`config.mk`:
```
export PLATFORM = sky130hd
export DESIGN_NAME = shared_memory_window_limits
export DESIGN_NICKNAME = d
export VERILOG_FILES = /design/src/hdl/window_limits_pkg.sv /design/src/hdl/region_select.sv /design/src/hdl/shared_memory_window_limits.sv /design/src/hdl/window_data.sv
export VERILOG_INCLUDE_DIRS = /design/src /design/src/hdl
export SDC_FILE = /design/constraint.sdc
export NUM_CORES = 1
export LEC_CHECK = 0
export ABC_AREA = 0
export BUFFER_PORTS_ARGS = -buffer_cell sky130_fd_sc_hd__clkbuf_2
export CORE_AREA = 2 2 168 170
export DETAILED_ROUTE_END_ITERATION = 8
export DIE_AREA = 0 0 170 172
export GPL_TIMING_DRIVEN = 0
export HOLD_SLACK_MARGIN = 0.02
export PLACE_DENSITY = 0.62
export SLEW_MARGIN = 15
export SYNTH_ARGS = -nofsm -noshare
export SYNTH_HDL_FRONTEND = slang
export SYNTH_SLANG_ARGS = --single-unit
```
`constraint.sdc`:
```
create_clock -name CLK -period 6.1 [get_ports CLK]
set_input_delay 1.22 -clock CLK [delete_from_list [all_inputs] [get_ports CLK]]
set_output_delay 1.22 -clock CLK [all_outputs]
set_load 0.02 [all_outputs]
```
`src/hdl/window_limits_defs.svh`:
```
// Register offsets, field positions and reset values of the shared memory window
`ifndef WINDOW_LIMITS_DEFS_SVH
`define WINDOW_LIMITS_DEFS_SVH

// ----------------------------------------------------------------------------
// Register offsets (byte addresses on the register port)
// ----------------------------------------------------------------------------
`define WL_OFFSET_ADDR        12'h000
`define WL_DATA_ADDR          12'h004
`define WL_STATUS_ADDR        12'h008
`define WL_REGION0_BASE_ADDR  12'h104
`define WL_R0_READ_ADDR       12'h108
`define WL_R0_WRITE_ADDR      12'h10A
`define WL_REGION1_BASE_ADDR  12'h10C
`define WL_R1_READ_ADDR       12'h110
`define WL_R1_WRITE_ADDR      12'h112

// ----------------------------------------------------------------------------
// Field positions
// ----------------------------------------------------------------------------
`define WL_REGION_BIT         15
`define WL_OFFSET_MSB         14
`define WL_WORD_LSB           2
`define WL_BOUND_MSB          14
`define WL_BOUND_LSB          2
`define WL_BASE_MSB           31
`define WL_BASE_LSB           2
`define WL_STAT_BUSY          0
`define WL_STAT_READ_REFUSED  1
`define WL_STAT_WRITE_REFUSED 2
`define WL_STAT_REGION        3

// ----------------------------------------------------------------------------
// Reset values
// ----------------------------------------------------------------------------
`define WL_OFFSET_RESET       16'h0000
`define WL_BOUND_RESET        13'h0000
`define WL_BASE_RESET         30'h00000000
`define WL_WINDOW_RESET       32'h00000000

`endif

```
`src/hdl/window_limits_pkg.sv`:
```
// Types shared by the shared memory window logic
package window_limits_pkg;

    // ------------------------------------------------------------------------
    // Window fill sequence
    // ------------------------------------------------------------------------
    typedef enum logic [0:0] {
        FILL_IDLE    = 1'b0,
        FILL_CAPTURE = 1'b1
    } fill_state_type;

endpackage

```
`src/hdl/region_select.sv`:
```
// Region choice, address forming and bound checks for one window access
`include "window_limits_defs.svh"

module region_select (
    // Window offset
    input wire logic [15:0] window_offset,
    // Region settings
    input wire logic [29:0] region0_base,
    input wire logic [29:0] region1_base,
    input wire logic [12:0] region0_read_bound,
    input wire logic [12:0] region0_write_bound,
    input wire logic [12:0] region1_read_bound,
    input wire logic [12:0] region1_write_bound,
    // Results
    output logic [31:0] mem_address,
    output logic read_ok,
    output logic write_ok
);

    // ------------------------------------------------------------------------
    // Word offset strictly below a bound
    // ------------------------------------------------------------------------
    function automatic logic below_bound(input logic [12:0] word, input logic [12:0] bound);
        below_bound = word < bound;
    endfunction

    wire region_one = window_offset[`WL_REGION_BIT];
    wire [12:0] offset_upper_word_bits = window_offset[`WL_OFFSET_MSB:`WL_WORD_LSB];
    wire [29:0] base = region_one ? region1_base : region0_base;
    wire [12:0] read_bound = region_one ? region1_read_bound : region0_read_bound;
    wire [12:0] write_bound = region_one ? region1_write_bound : region0_write_bound;

    // Base plus 15-bit offset
    assign mem_address = {base, 2'b00} + {17'h00000, window_offset[`WL_OFFSET_MSB:0]};
    assign read_ok = below_bound(offset_upper_word_bits, read_bound);
    assign write_ok = below_bound(offset_upper_word_bits, write_bound);

endmodule

```
`src/hdl/shared_memory_window_limits.sv`:
```
// Shared memory window: region choice, read and write bounds, data window
//
// How it works
// - A data window read with region bit 0 checks bits 14:2 against the region 0 read bound.
// - That read fills the data window from memory only when the word offset is below the bound.
// - A data window byte write with region bit 0 checks the word offset against the write bound.
// - Below the write bound, only the byte lanes the host wrote go to memory.
// - At or above the write bound, the memory write is suppressed entirely.
// - With region bit 1 the region 1 base register is used.
// - A region 1 access addresses memory at region 1 base plus the window offset.
// - Region 1 base is writable in bits 31:2, bits 1:0 read zero, and it resets to zero.
// - Region 0 read and write bounds are writable in bits 14:2, other bits zero, reset zero.
// - With region bit 0 memory is addressed at region 0 base plus the window offset.
// - With region bit 1 reads check the region 1 read bound before filling the window.
`include "window_limits_defs.svh"

module shared_memory_window_limits (
    // Clock and reset
    input wire logic CLK,
    input wire logic SRST,
    // Register port
    input wire logic [11:0] ADDR,
    input wire logic [31:0] WDATA,
    input wire logic WR,
    input wire logic RD,
    output logic [31:0] RDATA,
    // Internal memory
    output logic [31:0] MEM_ADDR,
    output logic MEM_RD,
    output logic MEM_WR,
    output logic [3:0] MEM_BE,
    output logic [31:0] MEM_WDATA,
    input wire logic [31:0] MEM_RDATA
);

    // ------------------------------------------------------------------------
    // Lane decoding
    // ------------------------------------------------------------------------
    function automatic logic [3:0] lane_mask(input logic [1:0] lane);
        lane_mask = 4'h1 << lane;
    endfunction

    function automatic logic [31:0] bound_word(input logic [12:0] bound);
        bound_word = {17'h00000, bound, 2'b00};
    endfunction

    function automatic logic [31:0] base_word(input logic [29:0] base);
        base_word = {base, 2'b00};
    endfunction

    // ------------------------------------------------------------------------
    // Registers
    // ------------------------------------------------------------------------
    logic [15:0] window_offset;
    logic [29:0] region0_base;
    logic [29:0] region1_base;
    logic [12:0] region0_read_bound;
    logic [12:0] region0_write_bound;
    logic [12:0] region1_read_bound;
    logic [12:0] region1_write_bound;
    logic read_refused;
    logic write_refused;
    window_limits_pkg::fill_state_type fill_state;
    window_limits_pkg::fill_state_type next_fill_state;

    // ------------------------------------------------------------------------
    // Address decode
    // ------------------------------------------------------------------------
    wire hit_offset = ADDR == `WL_OFFSET_ADDR;
    wire hit_data = ADDR[11:2] == 10'(`WL_DATA_ADDR >> 2);
    wire hit_status = ADDR == `WL_STATUS_ADDR;
    wire hit_base0 = ADDR == `WL_REGION0_BASE_ADDR;
    wire hit_r0_read = ADDR == `WL_R0_READ_ADDR;
    wire hit_r0_write = ADDR == `WL_R0_WRITE_ADDR;
    wire hit_base1 = ADDR == `WL_REGION1_BASE_ADDR;
    wire hit_r1_read = ADDR == `WL_R1_READ_ADDR;
    wire hit_r1_write = ADDR == `WL_R1_WRITE_ADDR;
    wire [1:0] lane = ADDR[1:0];

    wire data_read = RD && hit_data;
    wire data_write = WR && hit_data;

    // ------------------------------------------------------------------------
    // Register write decode
    // ------------------------------------------------------------------------
    wire write_offset = WR && hit_offset;
    wire write_base0 = WR && hit_base0;
    wire write_base1 = WR && hit_base1;
    wire write_r0_read = WR && hit_r0_read;
    wire write_r0_write = WR && hit_r0_write;
    wire write_r1_read = WR && hit_r1_read;
    wire write_r1_write = WR && hit_r1_write;

    // Reserved bits are cut off here and read back as zero
    wire [15:0] offset_field = WDATA[15:0];
    wire [29:0] base_field = WDATA[`WL_BASE_MSB:`WL_BASE_LSB];
    wire [12:0] bound_field = WDATA[`WL_BOUND_MSB:`WL_BOUND_LSB];

    // ------------------------------------------------------------------------
    // Region choice and bound checks
    // ------------------------------------------------------------------------
    logic [31:0] access_address;
    logic read_ok;
    logic write_ok;

    // A new offset applies from the next window access on
    region_select u_region_select (
        .window_offset(window_offset),
        .region0_base(region0_base),
        .region1_base(region1_base),
        .region0_read_bound(region0_read_bound),
        .region0_write_bound(region0_write_bound),
        .region1_read_bound(region1_read_bound),
        .region1_write_bound(region1_write_bound),
        .mem_address(access_address),
        .read_ok(read_ok),
        .write_ok(write_ok)
    );

    // Read attempts start a fill only inside the bound
    wire fill_start = data_read && read_ok;
    wire write_go = data_write && write_ok;

    // ------------------------------------------------------------------------
    // Data window
    // ------------------------------------------------------------------------
    logic [31:0] window;
    wire [3:0] byte_we = data_write ? lane_mask(lane) : 4'h0;
    wire fill_load = fill_state == window_limits_pkg::FILL_CAPTURE;

    // Host byte writes win over a fill landing in the same cycle
    // Refused reads never raise the load, so the window holds
    window_data u_window_data (
        .clk(CLK),
        .srst(SRST),
        .load(fill_load),
        .load_data(MEM_RDATA),
        .byte_we(byte_we),
        .byte_data(WDATA[7:0]),
        .window(window)
    );

    // ------------------------------------------------------------------------
    // Fill sequence
    // ------------------------------------------------------------------------
    // Capture runs in the cycle after the memory read, when its data stand
    always_comb begin
        case (fill_state)
            window_limits_pkg::FILL_IDLE: begin
                next_fill_state = MEM_RD ? window_limits_pkg::FILL_CAPTURE
                                         : window_limits_pkg::FILL_IDLE;
            end
            window_limits_pkg::FILL_CAPTURE: begin
                next_fill_state = MEM_RD ? window_limits_pkg::FILL_CAPTURE
                                         : window_limits_pkg::FILL_IDLE;
            end
            default: begin
                next_fill_state = window_limits_pkg::FILL_IDLE;
            end
        endcase
    end

    always_ff @(posedge CLK) begin
        if (SRST) begin
            fill_state <= window_limits_pkg::FILL_IDLE;
        end else begin
            fill_state <= next_fill_state;
        end
    end

    // ------------------------------------------------------------------------
    // Memory request outputs
    // ------------------------------------------------------------------------
    wire [31:0] lane_data = {4{WDATA[7:0]}};
    wire mem_request = fill_start || write_go;

    always_ff @(posedge CLK) begin
        if (SRST) begin
            MEM_RD <= 1'b0;
        end else begin
            MEM_RD <= fill_start;
        end
    end

    always_ff @(posedge CLK) begin
        if (SRST) begin
            MEM_WR <= 1'b0;
        end else begin
            MEM_WR <= write_go;
        end
    end

    // Address, lanes and data hold until the next accepted request
    always_ff @(posedge CLK) begin
        if (SRST) begin
            MEM_ADDR <= 32'h00000000;
        end else if (mem_request) begin
            MEM_ADDR <= access_address;
        end
    end

    always_ff @(posedge CLK) begin
        if (SRST) begin
            MEM_BE <= 4'h0;
        end else if (mem_request) begin
            MEM_BE <= write_go ? lane_mask(lane) : 4'hF;
        end
    end

    always_ff @(posedge CLK) begin
        if (SRST) begin
            MEM_WDATA <= 32'h00000000;
        end else if (mem_request) begin
            MEM_WDATA <= lane_data;
        end
    end

    // ------------------------------------------------------------------------
    // Outcome of the last window access
    // ------------------------------------------------------------------------
    // Each flag follows the last window access of its kind
    always_ff @(posedge CLK) begin
        if (SRST) begin
            read_refused <= 1'b0;
        end else if (data_read) begin
            read_refused <= !read_ok;
        end
    end

    always_ff @(posedge CLK) begin
        if (SRST) begin
            write_refused <= 1'b0;
        end else if (data_write) begin
            write_refused <= !write_ok;
        end
    end

    // ------------------------------------------------------------------------
    // Register writes
    // ------------------------------------------------------------------------
    // Offset bit 15 picks the region for every later window access
    always_ff @(posedge CLK) begin
        if (SRST) begin
            window_offset <= `WL_OFFSET_RESET;
        end else if (write_offset) begin
            window_offset <= offset_field;
        end
    end

    always_ff @(posedge CLK) begin
        if (SRST) begin
            region0_base <= `WL_BASE_RESET;
        end else if (write_base0) begin
            region0_base <= base_field;
        end
    end

    always_ff @(posedge CLK) begin
        if (SRST) begin
            region1_base <= `WL_BASE_RESET;
        end else if (write_base1) begin
            region1_base <= base_field;
        end
    end

    always_ff @(posedge CLK) begin
        if (SRST) begin
            region0_read_bound <= `WL_BOUND_RESET;
        end else if (write_r0_read) begin
            region0_read_bound <= bound_field;
        end
    end

    always_ff @(posedge CLK) begin
        if (SRST) begin
            region0_write_bound <= `WL_BOUND_RESET;
        end else if (write_r0_write) begin
            region0_write_bound <= bound_field;
        end
    end

    always_ff @(posedge CLK) begin
        if (SRST) begin
            region1_read_bound <= `WL_BOUND_RESET;
        end else if (write_r1_read) begin
            region1_read_bound <= bound_field;
        end
    end

    always_ff @(posedge CLK) begin
        if (SRST) begin
            region1_write_bound <= `WL_BOUND_RESET;
        end else if (write_r1_write) begin
            region1_write_bound <= bound_field;
        end
    end

    // ------------------------------------------------------------------------
    // Read-back
    // ------------------------------------------------------------------------
    // Status bit 0 is high while a fill is in flight
    wire fill_busy = fill_load || MEM_RD;
    wire region_now = window_offset[`WL_REGION_BIT];
    wire [31:0] status_word = {28'h0000000,
                               region_now,
                               write_refused,
                               read_refused,
                               fill_busy};
    wire [31:0] offset_word = {16'h0000, window_offset};
    wire [31:0] base0_word = base_word(region0_base);
    wire [31:0] base1_word = base_word(region1_base);
    wire [31:0] r0_read_word = bound_word(region0_read_bound);
    wire [31:0] r0_write_word = bound_word(region0_write_bound);
    wire [31:0] r1_read_word = bound_word(region1_read_bound);
    wire [31:0] r1_write_word = bound_word(region1_write_bound);
    wire [31:0] data_word = window >> {lane, 3'b000};

    wire [31:0] read_value =
        hit_offset   ? offset_word :
        hit_data     ? data_word :
        hit_status   ? status_word :
        hit_base0    ? base0_word :
        hit_r0_read  ? r0_read_word :
        hit_r0_write ? r0_write_word :
        hit_base1    ? base1_word :
        hit_r1_read  ? r1_read_word :
        hit_r1_write ? r1_write_word :
        32'h00000000;

    // Read data stand one cycle, zero otherwise
    always_ff @(posedge CLK) begin
        if (SRST) begin
            RDATA <= 32'h00000000;
        end else if (RD) begin
            RDATA <= read_value;
        end else begin
            RDATA <= 32'h00000000;
        end
    end

endmodule

```
`src/hdl/window_data.sv`:
```
// 32-bit data window register, filled whole from memory or per byte by the host
module window_data (
    // Clock and reset
    input wire logic clk,
    input wire logic srst,
    // Whole-word fill
    input wire logic load,
    input wire logic [31:0] load_data,
    // Host byte writes
    input wire logic [3:0] byte_we,
    input wire logic [7:0] byte_data,
    // Contents
    output logic [31:0] window
);

    genvar lane;
    generate
        for (lane = 0; lane < 4; lane = lane + 1) begin : g_lane
            always_ff @(posedge clk) begin
                if (srst) begin
                    window[lane*8 +: 8] <= 8'h00;
                end else if (byte_we[lane]) begin
                    window[lane*8 +: 8] <= byte_data;
                end else if (load) begin
                    window[lane*8 +: 8] <= load_data[lane*8 +: 8];
                end
            end
        end
    endgenerate

endmodule

```
==> summary.md, run 1 <==
| Metric | Value |
|---|---|
| FMAX | 0.174 GHz |
| Share of layout cells above drive strength 1 | 16.9% |
| Yosys top cell area share | 39.8% |
| Clk_skew | 0.0124 ns |
| Crit-path max FO | 10 |
| Hold Crit Start | MEM_ADDR[24] |
| R2r setup slk | 0.36 ns |
| Synth-to-Final Area Change | 17.7% |
| Worst skew pair latency | 0.55 ns |
| Hold Crit Class | reg -> reg |
| Post-synthesis sequential area ratio | 39.8% |
| Hold-fix buffers, CTS | 0 |
| Status | completed |
| #FFs+latches synth | 241 |
| Num CTS Buffers | 26 |
| HPWL Detailed | 35.0 mm |
| Compound-Gate Fraction of Synth Area | 20.5% |
| Routed WL | 45.9 mm |
| Root buf cell | clkbuf_16 |
| DRT Pass-1 Iters | 6 |
| CTS resizes | 0 |
| Hold EP | MEM_ADDR[24] |
| Setup repair bufs after CTS | 0 |
| XOR/XNOR Fraction of Synth Area | 1.16% |
| # port buffers | 180 |
| Core Footprint | 0.0275 sq mm |
| Die H | 172 microns |
| Die W | 170 microns |
| Syn. warnings | 0 |
| CTS clk-pin slew, worst paths | 0.06 ns |
| Max Slew Vio Count | 0 |
| Setup TNS | 0 ns |
| Cell depth of the worst min-delay path | 2 |
| Number of synthesized flops with an enable pin | 0 |
| Worst-Margin Slew | 1.17 ns |
| Power per standard cell area | 227 mW/mm^2 |
| CTS tree | done |
| WL/cell | 22.2 microns |
| Mux contribution to synthesized area | 9.82% |
| RSZ-0062 raised after global routing | false |
| Period utilization | 94.0% |
| Max cap viols | 0 |
| Combinational family with the most area after synthesis | compound AO/OA/AOI/OAI gates |
| Syn Nets | 1620 |
| Layout net count | 1828 |
| Multi-input logic area | 0.00665 sq mm |
| Startpoint Class | flip-flop |
| Hold_ws | 0.450 ns |
| Leakage | 5.14 nW |
| Pin count of the biggest net entering global routing | 14 |
| Vias in the first global route | 11100 |
| Top_reg_cell synth | dfxtp_1 |
| Initial core utilization | 44.1% |
| Antenna violations before repair | 0 |
| Final Hold Fails | 0 |
| Vias | 12200 |
| DRC Markers | 0 |
| Ant. Diodes | 0 |
| Post-synthesis cell area | 0.0121 sq mm |
| Length in cells of the worst reg-to-reg path | 15 |
| Post-DRT Antenna Nets | 0 |
| Critical path class | reg -> reg |
| Clk buf depth | 3 |
| Maximum VDD drop | 0.192 mV |
| Adder-cell share of the synthesized area | 3.99% |
| Rows | 61 |
| Max transition margin | 21.6% |
| Distinct cells, synth | 66 |
| Worst r2r dst | MEM_BE[1] |
| Worst r2r src | window_offset[15] |
| Synth Instances | 1502 |
| Setup violators final | 0 |
| Synth async-reset ratio | 0% |
| Tmin final | 5.74 ns |
| Routability cong. | 0.931 |
| H-tree depth | 1 |
| Reg area | 0.00482 sq mm |
| Sink Count | 241 |
| Crit. End Element | flip-flop |
| Cell accounting for the most synthesized area | dfxtp_1 |
| Post-Synth Simple-Gate Area | 19.4% |
| Die Area | 0.0292 sq mm |
| Largest cells by area after synthesis | dfxtp_1 40%, nand2_1 12%, a21oi_1 8.6%, mux2i_1 7.7%, ha_1 3.8% |
| IO Pins | 182 |
| Data arrival, critical path | 6.12 ns |
| Critical Path RT | 6.48 ns |
| First-pass GRT wire length | 68.0 mm |
| Congestion Overflow GR | 0 |
| Vias/cell | 5.89 |
| Initial DRC Count | 1336 |
| Mapped Avg Cell Area | 8.07 sq um |
| CP startpoint | window_offset[15] |
| Tot GR Track Use | 30.7% |
| Fill cell count | 2661 |
[worst max path at each step]
stage,cells after the start,end
finish,15,MEM_BE[1]
global placement,15,MEM_BE[1]
detailed placement,15,MEM_BE[1]
global route,15,MEM_BE[1]
floorplan,17,MEM_WDATA[30]
CTS,15,MEM_BE[1]
[per-layer routing]
layer / part of all wire [%] / global-route usage, % / up-vias
li1: - / - / 5711
met1: 43 / 41.9 / 5797
met2: 45 / 50.3 / 593
met3: 7.5 / 3.20 / 110
met4: 4.0 / 11.6 / 0
met5: 0 / 0 / -
[through the flow]
stage | worst slack, ns | std cells | util [%] | power, W | instance area, sq um
after floorplan | 1.94 | 1502 | - | 0.00166 | 12100
after global placement | 0.513 | 2028 | 48.9 | 0.00173 | 13400
after detailed placement | 0.459 | 2028 | 48.9 | 0.00173 | 13400
after CTS | 0.454 | 2072 | 51.9 | 0.00326 | 14300
after global routing | 0.155 | 2072 | 51.9 | 0.00332 | 14300
final | 0.365 | 2072 | 51.9 | 0.00324 | 14300
[synth_stat cells (3+ instances only)]
cell       instances
buf_4             26
mux2i_1           93
or2_2              3
inv_1             11
o311ai_0           3
clkbuf_1          80
nand4b_1           3
o211ai_1           7
and2_1             7
a21o_1             6
a2111oi_0          3
a221o_1            4
a222oi_1          27
a21oi_1          209
nor3_1            11
a31oi_1            5
nand4_1            7
nor2b_1            5
mux2_2            23
nor4_1             6
nand2_1          374
a221oi_1          11
o21ai_0           43
nor2_1            87
dfxtp_1          241
xor2_1             6
o21a_1             5
nand3b_1           4
nand2b_1           7
nand3_1            9
a22oi_1           13
or3_1              8
and3_1            10
buf_2             13
xnor2_1           10
ha_1              37
a211oi_1          43
o21bai_1           3
buf_1              8
[flip-flops by register name, indices dropped and copies added (netlist names)]
name and count:
MEM_ADDR 32, MEM_BE 4, MEM_RD 1, MEM_WDATA 8
MEM_WR 1, RDATA 32, fill_load 1, read_refused 1
region0_base 30, region0_read_bound 13, region0_write_bound 13, region1_base 30
region1_read_bound 13, region1_write_bound 13, u_window_data.window 32, window_offset 16
write_refused 1
[placed cells by master (no fill, tap or decap), drive strengths merged, types with 13 or more instances in the layout]
cell,n
a211oi,43
a21oi,209
a222oi,27
a22oi,13
buf,48
clkbuf,297
dfxtp,241
ha,37
mux2,23
mux2i,93
nand2,375
nor2,88
o21ai,43
[power by group]
group	total, W	internal [W]	switching, W
clock network	0.00154	0.000883	0.000660
registers	0.00157	0.00157	0.000000155
logic	0.000128	0.0000333	0.0000952
[area by class of cell]
type                    count  area share, %
multi-input cells        1122           46.6
flip-flops and latches    241           33.8
repair buffers            180           6.32
clock buffers              37           5.20
plain buffers             128           4.22
well taps                 346           3.04
clock inverters             7          0.500
inverters                  11          0.289
[critical path, stage by stage, from the launching register on]
cell       delay [ns]
dfxtp_1          0.32
buf_4            0.19
buf_4            0.21
buf_2            0.34
buf_1            0.65
buf_1            0.58
buf_2            0.47
mux2i_1          0.23
ha_1             0.26
o21a_1           0.20
o2111ai_1        0.24
nor4_1           0.11
o311a_1          0.46
nor4_1           0.93
a21boi_0         0.28
a211oi_1         0.07
[logic make-up after synthesis]
group | Yosys count
fa+ha+maj | 38
flops | 241
simple gates | 554
mux | 116
buf+inv | 139
compound gates | 398
xor+xnor | 16
No activity file was read; power rests on OpenSTA's default activity.
==> run 2, diff against run 1 <==
--- a/config.mk
+++ b/config.mk
@@ -7,13 +7,13 @@
 export NUM_CORES = 1
 export LEC_CHECK = 0
 export ABC_AREA = 0
-export BUFFER_PORTS_ARGS = -buffer_cell sky130_fd_sc_hd__clkbuf_2
 export CORE_AREA = 2 2 168 170
 export DETAILED_ROUTE_END_ITERATION = 8
 export DIE_AREA = 0 0 170 172
+export DONT_BUFFER_PORTS = 1
 export GPL_TIMING_DRIVEN = 0
 export HOLD_SLACK_MARGIN = 0.02
-export PLACE_DENSITY = 0.62
+export PLACE_DENSITY = 0.56
 export SLEW_MARGIN = 15
 export SYNTH_ARGS = -nofsm -noshare
 export SYNTH_HDL_FRONTEND = slang
==> run 2 against run 1 <==
  * Sequential share of layout area is 1.9 points higher
  * Global-route usage is 0.17 points lower
  * Register-to-register slack better by 0.03 ns
  * Total power is 5.0% higher
  * First-iteration DRC count is 0.67% higher
  * Largest power group is now clock
==> summary.md, run 2 (same netlist as run 1, synthesis figures left out) <==
| Metric | Value |
|---|---|
| Crit-path max FO | 10 |
| Max transition margin | 20.0% |
| Post-DP Area | 0.0125 sq mm |
| Leakage | 4.37 nW |
| Vias/cell | 6.06 |
| Critical path class | reg -> reg |
| # port buffers | 0 |
| Hold-fix buffers, CTS | 0 |
| Hold Crit Class | reg -> reg |
| WP buf/inv | 8 |
| Vias | 11500 |
| Num CTS Buffers | 27 |
| Max Slew Vio Count | 0 |
| Worst stage delay on the critical path | 0.64 ns |
| CTS resizes | 0 |
| Crit. End Element | flip-flop |
| Die W | 170 microns |
| Root buf cell | clkbuf_16 |
| HPWL Detailed | 34.4 mm |
| Commonest non-fill, non-tap cell in the layout | nand2_1 |
| Congestion Overflow GR | 0 |
| Worst-Margin Slew | 1.19 ns |
| Period utilization | 93.6% |
| Power per standard cell area | 253 mW/mm^2 |
| Die Area | 0.0292 sq mm |
| Rows | 61 |
| Final design instance area without fill | 0.0135 sq mm |
| Vias in the first global route | 10700 |
| Reg area | 0.00482 sq mm |
| Crit path cell chain | buf_4 > buf_4 > buf_2 > buf_1 > buf_1 > buf_2 > mux2i_1 > ha_1 > o21a_1 > o2111ai_1 > nor4_1 > o311a_1 > o41a_1 > buf_2 > buf_2 > nand2_1 > a21oi_1 |
| CTS tree | done |
| Initial core utilization | 44.1% |
| Maximum VDD drop | 0.199 mV |
| Tmin final | 5.71 ns |
| Final Hold Fails | 0 |
| Die H | 172 microns |
| Final core occ | 49.1% |
| Crit path max-delay family | buffers and inverters |
| Setup TNS | 0 ns |
| Most frequent cells in the layout | 374 x nand2_1, 241 x dfxtp_1, 209 x a21oi_1 |
| Worst path most repeated cell | buf_2 |
| Clk buf depth | 3 |
| Sink Count | 241 |
| DRT Pass-1 Iters | 8 |
| Layout net count | 1649 |
| Core Footprint | 0.0275 sq mm |
| Startpoint Class | flip-flop |
| RSZ-0062 raised after global routing | false |
| Routed WL | 45.5 mm |
| Worst skew pair latency | 0.55 ns |
| Synth-to-Final Area Change | 11.3% |
| DRC Markers | 0 |
| FMAX | 0.175 GHz |
| Data arrival, critical path | 6.11 ns |
| Tot GR Track Use | 30.5% |
| IO Pins | 182 |
| Fill cell count | 2738 |
| Critical-path top delay cell | o41a_1 |
| Critical Path RT | 6.50 ns |
| Top flop regs | MEM_ADDR (32), RDATA (32), u_window_data.window (32) |
| Share of layout cells above drive strength 1 | 7.74% |
| Antenna violations before repair | 0 |
| Post-DRT Antenna Nets | 0 |
| Ant. Diodes | 0 |
| H-tree depth | 1 |
| Clk_skew | 0.0142 ns |
| Setup repair bufs after CTS | 0 |
| Setup violators final | 0 |
| Multi-input logic area | 0.00665 sq mm |
| First-pass GRT wire length | 66.7 mm |
| Status | completed |
| WL/cell | 24.0 microns |
| Max cap viols | 0 |
| CTS clk-pin slew, worst paths | 0.07 ns |
| Hold_ws | 0.471 ns |
| Routability cong. | 0.993 |
| Pin count of the biggest net entering global routing | 16 |
| Initial DRC Count | 1345 |
-- run 2: cell types whose count changed in the layout (fill, tap and decap cells not counted), moves of 2 or more --
| cell | change |
|---|---|
| clkbuf_1 | -4 |
| bufinv_16 | +4 |
| clkbuf_2 | -180 |
| inv_6 | +2 |
| clkinvlp_4 | +8 |
| clkbuf_8 | -5 |
-- run 2: layer usage --
| metal | vias to the layer above | GRT usage [%] | part of all wire, % |
|---|---|---|---|
| met5 | - | 0 | 0 |
| met4 | 0 | 12.0 | 4.0 |
| met3 | 102 | 6.00 | 9.0 |
| met2 | 569 | 49.4 | 45 |
| met1 | 5464 | 40.3 | 42 |
| li1 | 5362 | - | - |
-- run 2: final timing paths --
path	start	to	slack [ns]	cells after the start
hold reg to reg	region1_read_bound[10]	region1_read_bound[10]	0.47	2
setup reg to reg	window_offset[15]	MEM_WDATA[30]	0.39	17
hold / removal	region1_read_bound[10]	region1_read_bound[10]	0.47	2
setup / recovery	window_offset[15]	MEM_WDATA[30]	0.39	17
-- run 2: layout make-up --
| class | instances | area share (%) |
|---|---|---|
| flip-flops and latches | 241 | 35.8 |
| plain buffers | 128 | 4.46 |
| well taps | 346 | 3.21 |
| clock buffers | 29 | 5.06 |
| inverters | 11 | 0.306 |
| clock inverters | 20 | 1.90 |
| multi-input cells | 1122 | 49.3 |
-- run 2: worst register-to-register path: cells and delay by family, from the launching register on --
kind,cells,cell delay [ns]
buffers and inverters,8,2.92
AOI/OAI and AO/OA,5,1.63
DFF,1,0.31
adders and majority gates,1,0.26
muxes,1,0.24
and+or+nand+nor,2,0.22
-- run 2: where the power goes --
| group | internal, W | switching [W] |
|---|---|---|
| combinational | 0.0000157 | 0.0000690 |
| clock | 0.00103 | 0.000719 |
| sequential | 0.00157 | 0.000000163 |
| total | 0.00262 | 0.000788 |
-- run 2: per-stage QoR --
stage	power, W	worst slack, ns	cells
2_1_floorplan	0.00166	1.94	1502
3_3_place_gp	0.00169	0.516	1848
3_5_place_dp	0.00169	0.481	1848
4_1_cts	0.00342	0.468	1897
5_1_grt	0.00349	0.151	1897
6_report	0.00341	0.393	1897
==> run 3, diff against run 2 <==
--- a/config.mk
+++ b/config.mk
@@ -7,13 +7,14 @@
 export NUM_CORES = 1
 export LEC_CHECK = 0
 export ABC_AREA = 0
-export CORE_AREA = 2 2 168 170
+export CORE_AREA = 2 2 146 148
 export DETAILED_ROUTE_END_ITERATION = 8
-export DIE_AREA = 0 0 170 172
+export DIE_AREA = 0 0 148 150
 export DONT_BUFFER_PORTS = 1
 export GPL_TIMING_DRIVEN = 0
 export HOLD_SLACK_MARGIN = 0.02
-export PLACE_DENSITY = 0.56
+export PLACE_DENSITY = 0.71
+export REMOVE_ABC_BUFFERS = 1
 export SLEW_MARGIN = 15
 export SYNTH_ARGS = -nofsm -noshare
 export SYNTH_HDL_FRONTEND = slang
==> run 3 against run 2 <==
  * Sequential cell count unchanged
  * First-iteration DRC count fell by 14%
  * Total power down 4.3%
  * Global-route usage rose by 2.5 points
  * Clock power shrank 5%
  * Clock skew fell by 0.0023 ns
  * Setup slack improved by 1.4 ns
  * Design area shrank 4.3%
  * Highest routed layer unchanged
==> summary.md, run 3 (same netlist as run 1, synthesis figures left out) <==
| Metric | Value |
|---|---|
| Critical-path top delay cell | dfxtp_4 |
| Layout net count | 1527 |
| CP startpoint | window_offset[15] |
| Routability cong. | 0.911 |
| WL met2 | 17.8 mm |
| R2r setup slk | 1.84 ns |
| Top flop regs | MEM_ADDR (32), RDATA (32), u_window_data.window (32) |
| CTS resizes | 0 |
| Tot GR Track Use | 33.0% |
| Worst-Margin Slew | 1.19 ns |
| DRT Pass-1 Iters | 7 |
| Critical path class | reg -> reg |
| Most frequent cells in the layout | 372 x nand2_1, 239 x dfxtp_1, 209 x a21oi_1 |
| Synth-to-Final Area Change | 6.59% |
| Max Slew Vio Count | 0 |
| RSZ-0062 raised after global routing | false |
| Final Hold Fails | 0 |
| Commonest non-fill, non-tap cell in the layout | nand2_1 |
| Core Footprint | 0.0207 sq mm |
| Share of layout cells above drive strength 1 | 6.58% |
| CTS tree | done |
| Top routing layer in use | met4 |
| Tmin final | 4.26 ns |
| Setup violators final | 0 |
| Congestion Overflow GR | 0 |
| H-tree depth | 1 |
| Worst skew pair latency | 0.54 ns |
| Crit-path max FO | 40 |
| IO Pins | 182 |
| DRC Markers | 0 |
| Data arrival, critical path | 4.73 ns |
| CTS clk-pin slew, worst paths | 0.06 ns |
| Length in cells of the worst reg-to-reg path | 11 |
| Vias in the first global route | 10200 |
| # port buffers | 0 |
| Ant. Diodes | 0 |
| Num CTS Buffers | 26 |
| Max cap viols | 0 |
| Die Area | 0.0222 sq mm |
| Met3 WL post-DR | 3.70 mm |
| Startpoint Class | flip-flop |
| Post-DRT Antenna Nets | 0 |
| Pin count of the biggest net entering global routing | 211 |
| Initial core utilization | 58.6% |
| Hold_ws | 0.469 ns |
| Worst stage delay on the critical path | 0.73 ns |
| Worst r2r dst | MEM_ADDR[27] |
| FMAX | 0.234 GHz |
| Rows | 53 |
| Worst r2r src | window_offset[15] |
| Routed WL | 37.8 mm |
| Status | completed |
| Die H | 150 microns |
| Final design instance area without fill | 0.0129 sq mm |
| Max transition margin | 20.4% |
| First-pass GRT wire length | 57.5 mm |
| Fill cell count | 1836 |
| Critical Path RT | 6.56 ns |
| Vias | 10900 |
| Post-DP Area | 0.0120 sq mm |
| HPWL Detailed | 26.1 mm |
| Clk_skew | 0.0118 ns |
| Maximum VDD drop | 0.251 mV |
| Hold Crit Class | reg -> reg |
| Period utilization | 69.9% |
| Sink Count | 241 |
| Clk buf depth | 3 |
| Leakage | 4.16 nW |
| Crit path capture | MEM_ADDR[27] |
| Die W | 148 microns |
| Initial DRC Count | 1155 |
| Design Power | 0.00326 W |
| Hold-fix buffers, CTS | 0 |
| Vias/cell | 6.41 |
| Root buf cell | clkbuf_16 |
| Antenna violations before repair | 1 |
| Crit path cell chain | buf_12 > mux2i_1 > ha_1 > o21a_1 > o2111ai_1 > nor4_1 > o311a_1 > o41a_2 > buf_16 > or3b_1 > a21oi_1 |
| Setup repair bufs after CTS | 0 |
| Met1 Wirelength | 15.0 mm |
| Power per standard cell area | 252 mW/mm^2 |
| WL/cell | 22.2 microns |
| Crit. End Element | flip-flop |
[run 3: cell types whose count changed in the layout (fill, tap and decap cells not counted), sizes merged]
cell,delta
buf,-41
bufinv,-3
clkbuf,-72
clkinv,+1
clkinvlp,-7
inv,-1
[run 3: power breakdown]
group / internal, W / switching (W) / leakage (nW)
logic: 0.00000968 / 0.0000127 / 1.76
registers: 0.00157 / 0.000000159 / 1.94
clock network: 0.00100 / 0.000664 / 0.454
total: 0.00258 / 0.000677 / 4.16
[run 3: worst min path at each step]
stage                                      start                endpoint  depth (start not counted)
after floorplan                 region1_base[11]        region1_base[11]                          2
after global placement           region1_base[6]         region1_base[6]                          2
after detailed placement         region1_base[9]         region1_base[9]                          2
after CTS                 region1_write_bound[8]  region1_write_bound[8]                          2
after global routing            region1_base[27]        region1_base[27]                          2
final                     region1_write_bound[6]  region1_write_bound[6]                          2
[run 3: final cells by class]
class / count / area (sq um) / area share (%)
repair buffers: 7 / 116 / 0.901
multi-input cells: 1122 / 6670 / 51.7
flip-flops and latches: 241 / 4830 / 37.4
well taps: 275 / 344 / 2.66
clock buffers: 37 / 805 / 6.23
inverters: 11 / 41.3 / 0.320
clock inverters: 10 / 106 / 0.824
[run 3: worst max-delay path: cells and delay by family (launching register included)]
family                   cells  cell delay [ns]
adder cells (fa/ha/maj)      1             0.27
flip-flops                   1             0.73
AND/OR/NAND/NOR              2             0.52
AO/OA/AOI/OAI                5             1.80
buffers and inverters        2             0.56
multiplexers                 1             0.27
[run 3: per-stage QoR]
stage	util (%)	setup WS, ns	std cells	TNS (ns)
2_1_floorplan	-	0.212	1374	0
3_3_place_gp	57.3	-2.78	1649	-83.52
3_5_place_dp	58.0	1.85	1656	0
4_1_cts	62.4	1.87	1703	0
5_1_grt	62.4	1.76	1703	0
6_report	62.4	1.84	1703	0
[run 3: routing by layer]
| metal | global-route usage [%] | up-vias |
|---|---|---|
| met3 | 6.80 | 89 |
| li1 | - | 5102 |
| met2 | 55.5 | 526 |
| met4 | 12.2 | 0 |
| met1 | 41.9 | 5207 |
| met5 | 0 | - |
